`config.mk`:
```
export PLATFORM = sky130hd
export DESIGN_NAME = piou_unit
export DESIGN_NICKNAME = d
export VERILOG_FILES = /design/src/core/piou_unit.v /design/src/core/piou_timer.v
export VERILOG_INCLUDE_DIRS = /design/src /design/src/common
export SDC_FILE = /design/constraint.sdc
export NUM_CORES = 1
export LEC_CHECK = 0
export ABC_CLOCK_PERIOD_IN_PS = 3800
export BUFFER_PORTS_ARGS = -buffer_cell sky130_fd_sc_hd__buf_4
export CAP_MARGIN = 20
export CORE_MARGIN = 10
export CORE_UTILIZATION = 58
export DETAILED_ROUTE_END_ITERATION = 10
export GPL_TIMING_DRIVEN = 1
export PLACE_DENSITY = 0.88
export SYNTH_ARGS = -nofsm -noshare
export SYNTH_HDL_FRONTEND = slang
export SYNTH_SLANG_ARGS = --single-unit
```
`constraint.sdc`:
```
create_clock -name clk -period 3.8 [get_ports clk]
set_input_delay 0.38 -clock clk [delete_from_list [all_inputs] [get_ports clk]]
set_output_delay 0.38 -clock clk [all_outputs]
set_load 0.03 [all_outputs]
```
`src/common/piou_map.vh`:
```
`ifndef PIOU_MAP_VH
`define PIOU_MAP_VH
// opcodes as bcd pairs, modifiers as single bcd digits
`define PIOU_OP_SELECT 8'h84
`define PIOU_OP_READ 8'h86
`define PIOU_OP_MASK 8'h46
`define PIOU_OP_BRANCH_OUT 8'h47
`define PIOU_MOD_CONVERT 4'h1
`define PIOU_MOD_RESELECT 4'h2
`define PIOU_MOD_CLOSE 4'h2
`define PIOU_MOD_SETPOINT 4'h3
`define PIOU_MOD_SCAN 4'h7
`define PIOU_MOD_SWITCH 4'h8
`define PIOU_MOD_NONE 4'h0
// timing in ns, cycles at 10 ns
`define PIOU_CLK_NS 10
`define PIOU_T_SA_REL_NS 160000
`define PIOU_T_RESULT_READ_AND_RESELECT_REL_NS 240000
`define PIOU_T_CONV_NS 50000000
`define PIOU_T_SEL_NS 12500000
// same spans in clock cycles, sized to the 24-bit counters
`define PIOU_SA_REL_CYC 24'd16000
`define PIOU_RESULT_READ_AND_RESELECT_REL_CYC 24'd24000
`define PIOU_CONV_CYC 24'd5000000
`define PIOU_SEL_CYC 24'd1250000
// scan: two settle cycles after an address change, then seven digits
`define PIOU_SCAN_SETTLE 4'd2
`define PIOU_SCAN_LAST 4'd8
// address limits
`define PIOU_ANALOG_MAX 12'h299
`define PIOU_SCAN_MAX 8'h19
`define PIOU_HALF_SPLIT 8'h10
`define PIOU_HALF_TOP_LO 8'h09
`define PIOU_HALF_TOP_HI 8'h19
// digit storage
`define PIOU_RESULT_DIGITS 3'd4
`define PIOU_GROUP_DIGITS 3'd7
`define PIOU_SWITCH_DIGITS 4'd12
`define PIOU_CNT_W 24
`endif

```
`src/core/piou_unit.v`:
```
// Functional notes
// - op 84 mod 1: route analog point 000-299 to converter, start conversion.
// - convert: release processor after 160 us; conversion lasts 50 ms.
// - op 86 mod 2: store held result first, then convert new address.
// - result written as four digits from operand address upward.
// - high digit always flagged; low digit flagged when negative; old data lost.
// - over-range previous input stores four flagged zero digits.
// - then address goes to selector; conversion gives 0000-9999.
// - multiplexer busy indicator on through whole 50 ms conversion.
// - with complete-interrupt fitted, interrupt after each conversion.
// - selector busy 12.5 ms after read-and-select; selector users stall.
// - read-and-select frees processor after 240 us for other work.
// - op 86 mod 7: read contact-sense points at address 00-19 to storage.
// - op 86 mod 8: copy manual switches into storage, address ignored.
// - op 84 mod 2: select terminal, close its output contact.
// - op 84 mod 3: select terminal, drive set-point signal.
// - op 46 q11=1 masks; interrupts held pending until unmask.
// - op 46 q11=0 unmasks only when mask instruction caused the state.
// - return resumes main program at the interrupted location.
// - scan reads given address and all higher ones in its half.
// - twenty points packed in seven digits: two, then six of three.
`timescale 1ns/1ps
`include "piou_map.vh"
module piou_unit
(
   clk,
   rstn,
   cmd_valid,
   cmd_op,
   cmd_mod,
   cmd_q11,
   cmd_addr,
   cmd_paddr,
   cmd_ready,
   cpu_release,
   int_pending_in,
   int_branch_addr,
   int_taken,
   int_enable,
   resume_valid,
   resume_addr,
   masked,
   conv_complete_fitted,
   adc_data,
   adc_negative,
   adc_overrange,
   contact_in,
   switch_in,
   sel_addr,
   sel_busy,
   mux_busy,
   conv_start,
   conv_irq,
   contact_close,
   setpoint_drive,
   mem_we,
   mem_addr,
   mem_digit,
   mem_flag
);
   input wire clk;
   input wire rstn;
   input wire cmd_valid;
   input wire [7:0] cmd_op;
   input wire [3:0] cmd_mod;
   input wire cmd_q11;
   input wire [11:0] cmd_addr;
   input wire [19:0] cmd_paddr;
   output reg cmd_ready;
   output reg cpu_release;
   input wire int_pending_in;
   input wire [19:0] int_branch_addr;
   output reg int_taken;
   output reg int_enable;
   output reg resume_valid;
   output reg [19:0] resume_addr;
   output reg masked;
   input wire conv_complete_fitted;
   input wire [15:0] adc_data;
   input wire adc_negative;
   input wire adc_overrange;
   input wire [19:0] contact_in;
   input wire [47:0] switch_in;
   output reg [11:0] sel_addr;
   output reg sel_busy;
   output reg mux_busy;
   output reg conv_start;
   output reg conv_irq;
   output reg contact_close;
   output reg setpoint_drive;
   output reg mem_we;
   output reg [19:0] mem_addr;
   output reg [3:0] mem_digit;
   output reg mem_flag;

   localparam ST_IDLE = 3'd0;
   localparam ST_WAIT_SEL = 3'd1;
   localparam ST_STORE_RES = 3'd2;
   localparam ST_SCAN = 3'd3;
   localparam ST_SWITCH = 3'd4;
   localparam ST_RELEASE = 3'd5;

   // pin inputs, two flops each
   reg [19:0] contact_s1_reg, contact_s2_reg;
   reg [47:0] switch_s1_reg, switch_s2_reg;
   reg [15:0] adc_s1_reg, adc_s2_reg;
   reg neg_s1_reg, neg_s2_reg, ovr_s1_reg, ovr_s2_reg;
   reg fit_s1_reg, fit_s2_reg, irq_s1_reg, irq_s2_reg;

   reg [2:0] state_reg;
   reg [7:0] op_reg;
   reg [3:0] mod_reg;
   reg [11:0] addr_reg;
   reg [19:0] paddr_reg;
   reg [3:0] dig_reg;
   reg [7:0] scan_reg;
   reg [23:0] rel_reg;
   reg [15:0] result_reg;
   reg res_neg_reg, res_ovr_reg;
   reg pend_reg, mask_by_inst_reg, in_int_reg, irq_d_reg;
   wire [3:0] dpos;
   reg [19:0] ret_reg;

   wire conv_busy, conv_done, selt_busy;
   reg conv_load, sel_load;
   wire is_sel_user;
   wire [7:0] half_top;
   wire [2:0] pack;

   piou_timer u_conv
   (
      .clk(clk),
      .rstn(rstn),
      .load(conv_load),
      .count(`PIOU_CONV_CYC),
      .busy(conv_busy),
      .done(conv_done)
   );

   piou_timer u_sel
   (
      .clk(clk),
      .rstn(rstn),
      .load(sel_load),
      .count(`PIOU_SEL_CYC),
      .busy(selt_busy),
      .done()
   );

   assign is_sel_user = (cmd_op == `PIOU_OP_SELECT) ||
      (cmd_op == `PIOU_OP_READ && (cmd_mod == `PIOU_MOD_RESELECT ||
      cmd_mod == `PIOU_MOD_SCAN));
   assign half_top = (scan_reg < `PIOU_HALF_SPLIT) ? `PIOU_HALF_TOP_LO : `PIOU_HALF_TOP_HI;
   // first digit holds points 0-1, later digits three points each
   assign dpos = dig_reg - `PIOU_SCAN_SETTLE;
   assign pack = (dpos == 4'h0) ? {1'b0, contact_s2_reg[0], contact_s2_reg[1]} :
      {contact_s2_reg[dpos*3-1], contact_s2_reg[dpos*3], contact_s2_reg[dpos*3+1]};

   always @(posedge clk or negedge rstn)
   begin
      if (!rstn)
      begin
         contact_s1_reg <= 20'h00000;
         contact_s2_reg <= 20'h00000;
         switch_s1_reg <= 48'h000000000000;
         switch_s2_reg <= 48'h000000000000;
         adc_s1_reg <= 16'h0000;
         adc_s2_reg <= 16'h0000;
         neg_s1_reg <= 1'b0;
         neg_s2_reg <= 1'b0;
         ovr_s1_reg <= 1'b0;
         ovr_s2_reg <= 1'b0;
         fit_s1_reg <= 1'b0;
         fit_s2_reg <= 1'b0;
         irq_s1_reg <= 1'b0;
         irq_s2_reg <= 1'b0;
      end
      else
      begin
         contact_s1_reg <= contact_in;
         contact_s2_reg <= contact_s1_reg;
         switch_s1_reg <= switch_in;
         switch_s2_reg <= switch_s1_reg;
         adc_s1_reg <= adc_data;
         adc_s2_reg <= adc_s1_reg;
         neg_s1_reg <= adc_negative;
         neg_s2_reg <= neg_s1_reg;
         ovr_s1_reg <= adc_overrange;
         ovr_s2_reg <= ovr_s1_reg;
         fit_s1_reg <= conv_complete_fitted;
         fit_s2_reg <= fit_s1_reg;
         irq_s1_reg <= int_pending_in;
         irq_s2_reg <= irq_s1_reg;
      end
   end

   always @*
   begin
      conv_load = 1'b0;
      sel_load = 1'b0;
      if (state_reg == ST_WAIT_SEL && !selt_busy && mod_reg == `PIOU_MOD_CONVERT
         && op_reg == `PIOU_OP_SELECT && addr_reg <= `PIOU_ANALOG_MAX)
         conv_load = 1'b1;
      if (state_reg == ST_STORE_RES && dig_reg == 4'h3)
      begin
         conv_load = 1'b1;
         sel_load = 1'b1;
      end
   end

   always @(posedge clk or negedge rstn)
   begin
      if (!rstn)
      begin
         state_reg <= ST_IDLE;
         op_reg <= 8'h00;
         mod_reg <= 4'h0;
         addr_reg <= 12'h000;
         paddr_reg <= 20'h00000;
         dig_reg <= 4'h0;
         scan_reg <= 8'h00;
         rel_reg <= 24'h000000;
         result_reg <= 16'h0000;
         res_neg_reg <= 1'b0;
         res_ovr_reg <= 1'b0;
         pend_reg <= 1'b0;
         mask_by_inst_reg <= 1'b0;
         in_int_reg <= 1'b0;
         irq_d_reg <= 1'b0;
         ret_reg <= 20'h00000;
         cmd_ready <= 1'b0;
         cpu_release <= 1'b0;
         int_taken <= 1'b0;
         int_enable <= 1'b1;
         resume_valid <= 1'b0;
         resume_addr <= 20'h00000;
         masked <= 1'b0;
         sel_addr <= 12'h000;
         sel_busy <= 1'b0;
         mux_busy <= 1'b0;
         conv_start <= 1'b0;
         conv_irq <= 1'b0;
         contact_close <= 1'b0;
         setpoint_drive <= 1'b0;
         mem_we <= 1'b0;
         mem_addr <= 20'h00000;
         mem_digit <= 4'h0;
         mem_flag <= 1'b0;
      end
      else
      begin
         cmd_ready <= 1'b0;
         cpu_release <= 1'b0;
         int_taken <= 1'b0;
         resume_valid <= 1'b0;
         conv_start <= conv_load;
         contact_close <= 1'b0;
         setpoint_drive <= 1'b0;
         mem_we <= 1'b0;
         mux_busy <= conv_busy;
         sel_busy <= selt_busy;
         conv_irq <= conv_done && fit_s2_reg;
         if (conv_done)
         begin
            result_reg <= adc_s2_reg;
            res_neg_reg <= neg_s2_reg;
            res_ovr_reg <= ovr_s2_reg;
         end
         // pending interrupts held while masked; a new request beats delivery
         irq_d_reg <= irq_s2_reg;
         if (pend_reg && !masked && !in_int_reg)
         begin
            pend_reg <= 1'b0;
            int_taken <= 1'b1;
            in_int_reg <= 1'b1;
            ret_reg <= int_branch_addr;
         end
         if (irq_s2_reg && !irq_d_reg)
            pend_reg <= 1'b1;
         int_enable <= !masked;
         case (state_reg)
            ST_IDLE:
            begin
               cmd_ready <= 1'b1;
               if (cmd_valid && cmd_ready)
               begin
                  cmd_ready <= 1'b0;
                  op_reg <= cmd_op;
                  mod_reg <= cmd_mod;
                  addr_reg <= cmd_addr;
                  paddr_reg <= cmd_paddr;
                  dig_reg <= 4'h0;
                  scan_reg <= cmd_addr[7:0];
                  if (cmd_op == `PIOU_OP_MASK)
                  begin
                     if (cmd_q11)
                     begin
                        masked <= 1'b1;
                        mask_by_inst_reg <= 1'b1;
                     end
                     else if (mask_by_inst_reg)
                     begin
                        masked <= 1'b0;
                        mask_by_inst_reg <= 1'b0;
                     end
                     rel_reg <= 24'h000001;
                     state_reg <= ST_RELEASE;
                  end
                  else if (cmd_op == `PIOU_OP_BRANCH_OUT)
                  begin
                     resume_valid <= in_int_reg;
                     resume_addr <= ret_reg;
                     in_int_reg <= 1'b0;
                     rel_reg <= 24'h000001;
                     state_reg <= ST_RELEASE;
                  end
                  else if (is_sel_user)
                     state_reg <= ST_WAIT_SEL;
                  else if (cmd_op == `PIOU_OP_READ && cmd_mod == `PIOU_MOD_SWITCH)
                     state_reg <= ST_SWITCH;
                  else
                  begin
                     rel_reg <= 24'h000001;
                     state_reg <= ST_RELEASE;
                  end
               end
            end
            ST_WAIT_SEL:
            begin
               if (!selt_busy)
               begin
                  rel_reg <= 24'h000001;
                  state_reg <= ST_RELEASE;
                  if (op_reg == `PIOU_OP_SELECT && addr_reg <= `PIOU_ANALOG_MAX)
                  begin
                     sel_addr <= addr_reg;
                     if (mod_reg == `PIOU_MOD_CONVERT)
                        rel_reg <= `PIOU_SA_REL_CYC;
                     else if (mod_reg == `PIOU_MOD_CLOSE)
                        contact_close <= 1'b1;
                     else if (mod_reg == `PIOU_MOD_SETPOINT)
                        setpoint_drive <= 1'b1;
                  end
                  else if (op_reg == `PIOU_OP_SELECT)
                     state_reg <= ST_RELEASE;
                  else if (mod_reg == `PIOU_MOD_RESELECT && !conv_busy)
                     state_reg <= ST_STORE_RES;
                  else if (mod_reg == `PIOU_MOD_RESELECT)
                     state_reg <= ST_WAIT_SEL;
                  else if (mod_reg == `PIOU_MOD_SCAN && scan_reg <= `PIOU_SCAN_MAX)
                  begin
                     sel_addr <= {4'h0, scan_reg};
                     state_reg <= ST_SCAN;
                  end
               end
            end
            ST_STORE_RES:
            begin
               mem_we <= 1'b1;
               mem_addr <= paddr_reg + {16'h0000, dig_reg};
               mem_digit <= res_ovr_reg ? 4'h0 : result_reg[15 - dig_reg*4 -: 4];
               mem_flag <= (dig_reg == 4'h0) || res_ovr_reg ||
                  (dig_reg == 4'h3 && res_neg_reg);
               dig_reg <= dig_reg + 4'h1;
               if (dig_reg == 4'h3)
               begin
                  sel_addr <= addr_reg;
                  rel_reg <= `PIOU_RESULT_READ_AND_RESELECT_REL_CYC - 24'd4;
                  state_reg <= ST_RELEASE;
               end
            end
            ST_SCAN:
            begin
               // contacts of a new address need two cycles through the synchroniser
               dig_reg <= dig_reg + 4'h1;
               if (dig_reg >= `PIOU_SCAN_SETTLE)
               begin
                  mem_we <= 1'b1;
                  mem_addr <= paddr_reg;
                  mem_digit <= {1'b0, pack};
                  mem_flag <= 1'b0;
                  paddr_reg <= paddr_reg + 20'h00001;
               end
               if (dig_reg == `PIOU_SCAN_LAST)
               begin
                  dig_reg <= 4'h0;
                  if (scan_reg == half_top)
                  begin
                     rel_reg <= 24'h000001;
                     state_reg <= ST_RELEASE;
                  end
                  else if (scan_reg[3:0] == 4'h9)
                  begin
                     scan_reg <= scan_reg + 8'h07;
                     sel_addr <= {4'h0, scan_reg + 8'h07};
                  end
                  else
                  begin
                     scan_reg <= scan_reg + 8'h01;
                     sel_addr <= {4'h0, scan_reg + 8'h01};
                  end
               end
            end
            ST_SWITCH:
            begin
               mem_we <= 1'b1;
               mem_addr <= paddr_reg + {16'h0000, dig_reg};
               mem_digit <= switch_s2_reg[47 - dig_reg*4 -: 4];
               mem_flag <= 1'b0;
               dig_reg <= dig_reg + 4'h1;
               if (dig_reg == `PIOU_SWITCH_DIGITS - 4'd1)
               begin
                  rel_reg <= 24'h000001;
                  state_reg <= ST_RELEASE;
               end
            end
            ST_RELEASE:
            begin
               rel_reg <= rel_reg - 24'h000001;
               if (rel_reg <= 24'h000001)
               begin
                  cpu_release <= 1'b1;
                  state_reg <= ST_IDLE;
               end
            end
            default:
               state_reg <= ST_IDLE;
         endcase
      end
   end
endmodule // piou_unit

```
`src/core/piou_timer.v`:
```
`timescale 1ns/1ps
// down counter, busy while non-zero
module piou_timer
(
   clk,
   rstn,
   load,
   count,
   busy,
   done
);
   input wire clk;
   input wire rstn;
   input wire load;
   input wire [23:0] count;
   output reg busy;
   output reg done;
   reg [23:0] cnt_reg;
   always @(posedge clk or negedge rstn)
   begin
      if (!rstn)
      begin
         cnt_reg <= 24'h000000;
         busy <= 1'b0;
         done <= 1'b0;
      end
      else
      begin
         done <= 1'b0;
         if (load)
         begin
            cnt_reg <= count;
            busy <= 1'b1;
         end
         else if (cnt_reg != 24'h000000)
         begin
            cnt_reg <= cnt_reg - 24'h000001;
            if (cnt_reg == 24'h000001)
            begin
               busy <= 1'b0;
               done <= 1'b1;
            end
         end
      end
   end
endmodule // piou_timer

```
==> results.cfg <==
[outcome]
status = finished, final reports clean

[clock_tree]
cts_max_path_buffers = 3
clock-sinks = 422
path_clk_slew_ps = 70
ctsHoldBuffers = 89
post_cts_buffers = 0
cts_tree = built
cts_max_level = 2
cts-root-buf = clkbuf_16
cts-buffers-inserted = 42
clock_latency_ps = 560
cts_resized = 0

[power_and_ir_drop]
pwr-share-comb_pct = 38.6
switching_share_pct = 39.01
switchingPower_mw = 6.781
power_density_mw_per_mm2 = 780.1
peakVddDrop_mv = 0.4990
intPower_mw = 10.60
p_leak_nw = 10.24
seqPwrFrac_pct = 37.2
p_clk_share_pct = 24.2

[hold_path]
hold_path_class = primary input to flip-flop

[floorplan]
rows = 64
fp.coreArea_mm2 = 0.03051
initial_core_util_pct = 58.55
fp.dieH_um = 195.5
fp.dieW_um = 195.5
die_area_mm2 = 0.03822
ios = 226

[sta]
tightest_slew_ps = 1036
tns_ps = 0
layout_min_cycle_time_ps = 3394
max_slew_margin_pct = 30.61
post-route-period-util_pct = 89.31
rsz0062_at_grt = no
hold_viol = 0
setup_violations = 0
maxSlewViolCount = 0
max_freq_mhz = 294.7
skew_ps = 27.94

[global_routing]
grt_pass1_vias = 14410
grt_pass1_wl_um = 79450
grt_overflow = 0
antenna_found_initial = 2
grt_use_total_pct = 25.71
grt_start_max_net_pins = 129

[detailed_routing]
avgViaCountPerCell = 5.968
remaining_drc_errors = 0
met1_length_um = 18620
wl_met2_um = 25330
wl_per_cell_um = 21.59
top_layer = met5
vias = 13790
drtIter0Drc = 1337
wl_met3_um = 3760
dr.pass1.iters = 8
ant_nets = 0
finalWirelength_um = 49870

[synthesis]
synth_area_mm2 = 0.01786
synth-edff-count = 0
yosysUniqueCellTypes = 79
avgSynthCellArea_um2 = 11.31
ys.flop_type = dfrtp_1
seq_area_frac_synth_pct = 59.12
synth_cells = 1579
yosys.area_share.simple_pct = 14.46
synthAdderAreaFrac_pct = 1.975
yosys_warnings = 0
ys_ff_latch = 422
synth_nets = 1762
synth_top_family_by_area = simple AND/OR/NAND/NOR gates
synth_compound_area_share_pct = 9.428
synth_xor_area_share_pct = 4.105
synth.area.mux_share_pct = 8.265
async_reset_ff_share_pct = 100.0

[critical_path]
setup.worst_path.start_class = flip-flop
required_ps = 4240
crit_slowest_cell = ha_1
crit_chain = buf_4 -> inv_1 -> ha_1 -> inv_1 -> ha_1 -> nand2_1 -> nor2_1 -> o31a_1 -> xnor2_1 -> xor2_1 -> o31ai_1 -> o21ai_0
critical_path_class = flip-flop to flip-flop
critPathTopFamily = adder cells
end_kind = flip-flop
max_stage_delay_ps = 470
worstPathArrival_ps = 3830
crit_fanout = 19
worstPathBufferInverterCount = 3

[cells_and_area]
finalNonFillerCells = 2310
drive_above_1_share_pct = 22.69
area_growth_pct = 24.72
fin_nets = 2067

[placement]
io_buffer_count = 225
dpl.cell_count = 2147
gp_congestion = 0.9093
hpwlAfterDp_um = 31300

[run]
drv_cap = 0
cells by family after synthesis:
| family | Yosys count |
|---|---|
| flops | 422 |
| simple gates | 540 |
| buf+inv | 120 |
| compound gates | 284 |
| mux | 104 |
| fa+ha+maj | 27 |
| xor+xnor | 82 |
placed cells by master, fill, tap and decap left out, types with 12 or more instances in the layout:
cell           Yosys  final
dlygate4sd3_1      0     89
dfrtp_1          421    420
inv_1             41     41
and3_1            12     12
nor3_1            39     39
or3_1             18     18
xor2_1            26     26
a211oi_1          14     14
xnor2_1           55     55
mux4_2            28     28
ha_1              25     25
nor2_1           144    144
nand2_1          183    183
buf_4              0    245
clkbuf_16          0     42
o21ai_0           91     91
nand3_1           38     38
a31oi_1           12     12
mux2_2            68     68
nor4_1            24     24
a21oi_1           90     90
power groups by stage:
stage | registers, mW | logic (mW) | clock network (mW)
floorplan | 6.48 | 4.41 | 0
global placement | 6.40 | 6.03 | 0
detailed placement | 6.48 | 6.32 | 0
CTS | 6.42 | 6.54 | 4.23
global route | 6.58 | 7.27 | 4.45
finish | 6.46 | 6.70 | 4.21
synthesized netlist by cell type (all sizes together), types with 5 or more instances:
cell type,instances,area share (%)
xor2,26,1.3
a22oi,6,0.25
nor2,145,3.1
or4,15,0.70
nor4,25,0.96
nor3b,7,0.29
a31oi,12,0.42
a21o,8,0.34
ha,25,1.8
o21a,7,0.29
clkbuf,62,1.3
buf,15,0.40
a211oi,14,0.59
mux2i,8,0.45
nand3,38,1.1
or3,21,0.76
o21ai,95,2.7
inv,41,0.86
o211ai,5,0.21
nand3b,5,0.21
nor4b,5,0.25
nor3,41,1.2
mux2,68,4.3
nand2b,8,0.28
dfrtp,421,59
mux4,28,3.5
and3,12,0.42
o22ai,10,0.35
nor2b,10,0.35
or2,5,0.18
nand4,6,0.21
o22a,6,0.29
nand2,183,3.8
xnor2,55,2.7
a21oi,90,2.5
final timing paths:
| path | startpoint | end | slack (ps) | cells past startpoint |
|---|---|---|---|---|
| setup / recovery | dig_reg[1] | mem_digit[0] | 410 | 12 |
| hold / removal | cmd_addr[5] | addr_reg[5] | 30 | 3 |
| setup reg to reg | dig_reg[1] | mem_digit[0] | 410 | 12 |
| hold reg to reg | switch_s1_reg[18] | switch_s2_reg[18] | 340 | 0 |
| max in group asynchronous | rstn | switch_s2_reg[22] | 2190 | 3 |
| min in group asynchronous | rstn | switch_s2_reg[11] | 550 | 2 |
cell type report:
class	instances	area, um2
flip-flops and latches	422	10560
fillers	1944	8229
multi-input cells	1037	6837
repair buffers	339	2825
clock buffers	57	1177
well taps	396	495.5
clock inverters	16	222.7
inverters	42	157.7
diodes	1	2.502
per-stage QoR:
step / power (mW) / cell area [um2] / setup WS, ps / util (%) / hold WS (ps)
floorplan: 10.89 / 17860 / 526.9 / - / 84.41
global placement: 12.43 / 19990 / 663.6 / 65.51 / 333.7
detailed placement: 12.80 / 19990 / 635.8 / 65.51 / 334.7
CTS: 17.20 / 22280 / 566.0 / 73.02 / 25.10
global route: 18.30 / 22280 / 297.9 / 73.03 / 49.84
finish: 17.38 / 22280 / 406.3 / 73.03 / 34.61
metal layers:
metal | GRT usage (%) | vias up
met5 | 0 | -
met2 | 43.87 | 671
met3 | 4.933 | 164
li1 | - | 6125
met4 | 10.97 | 2
met1 | 31.27 | 6824
tightest hold or removal path: stages:
cell and delay (ps):
buf_4 90, nand2_1 40, nand2_1 50
No activity file was read; power rests on OpenSTA's default activity.
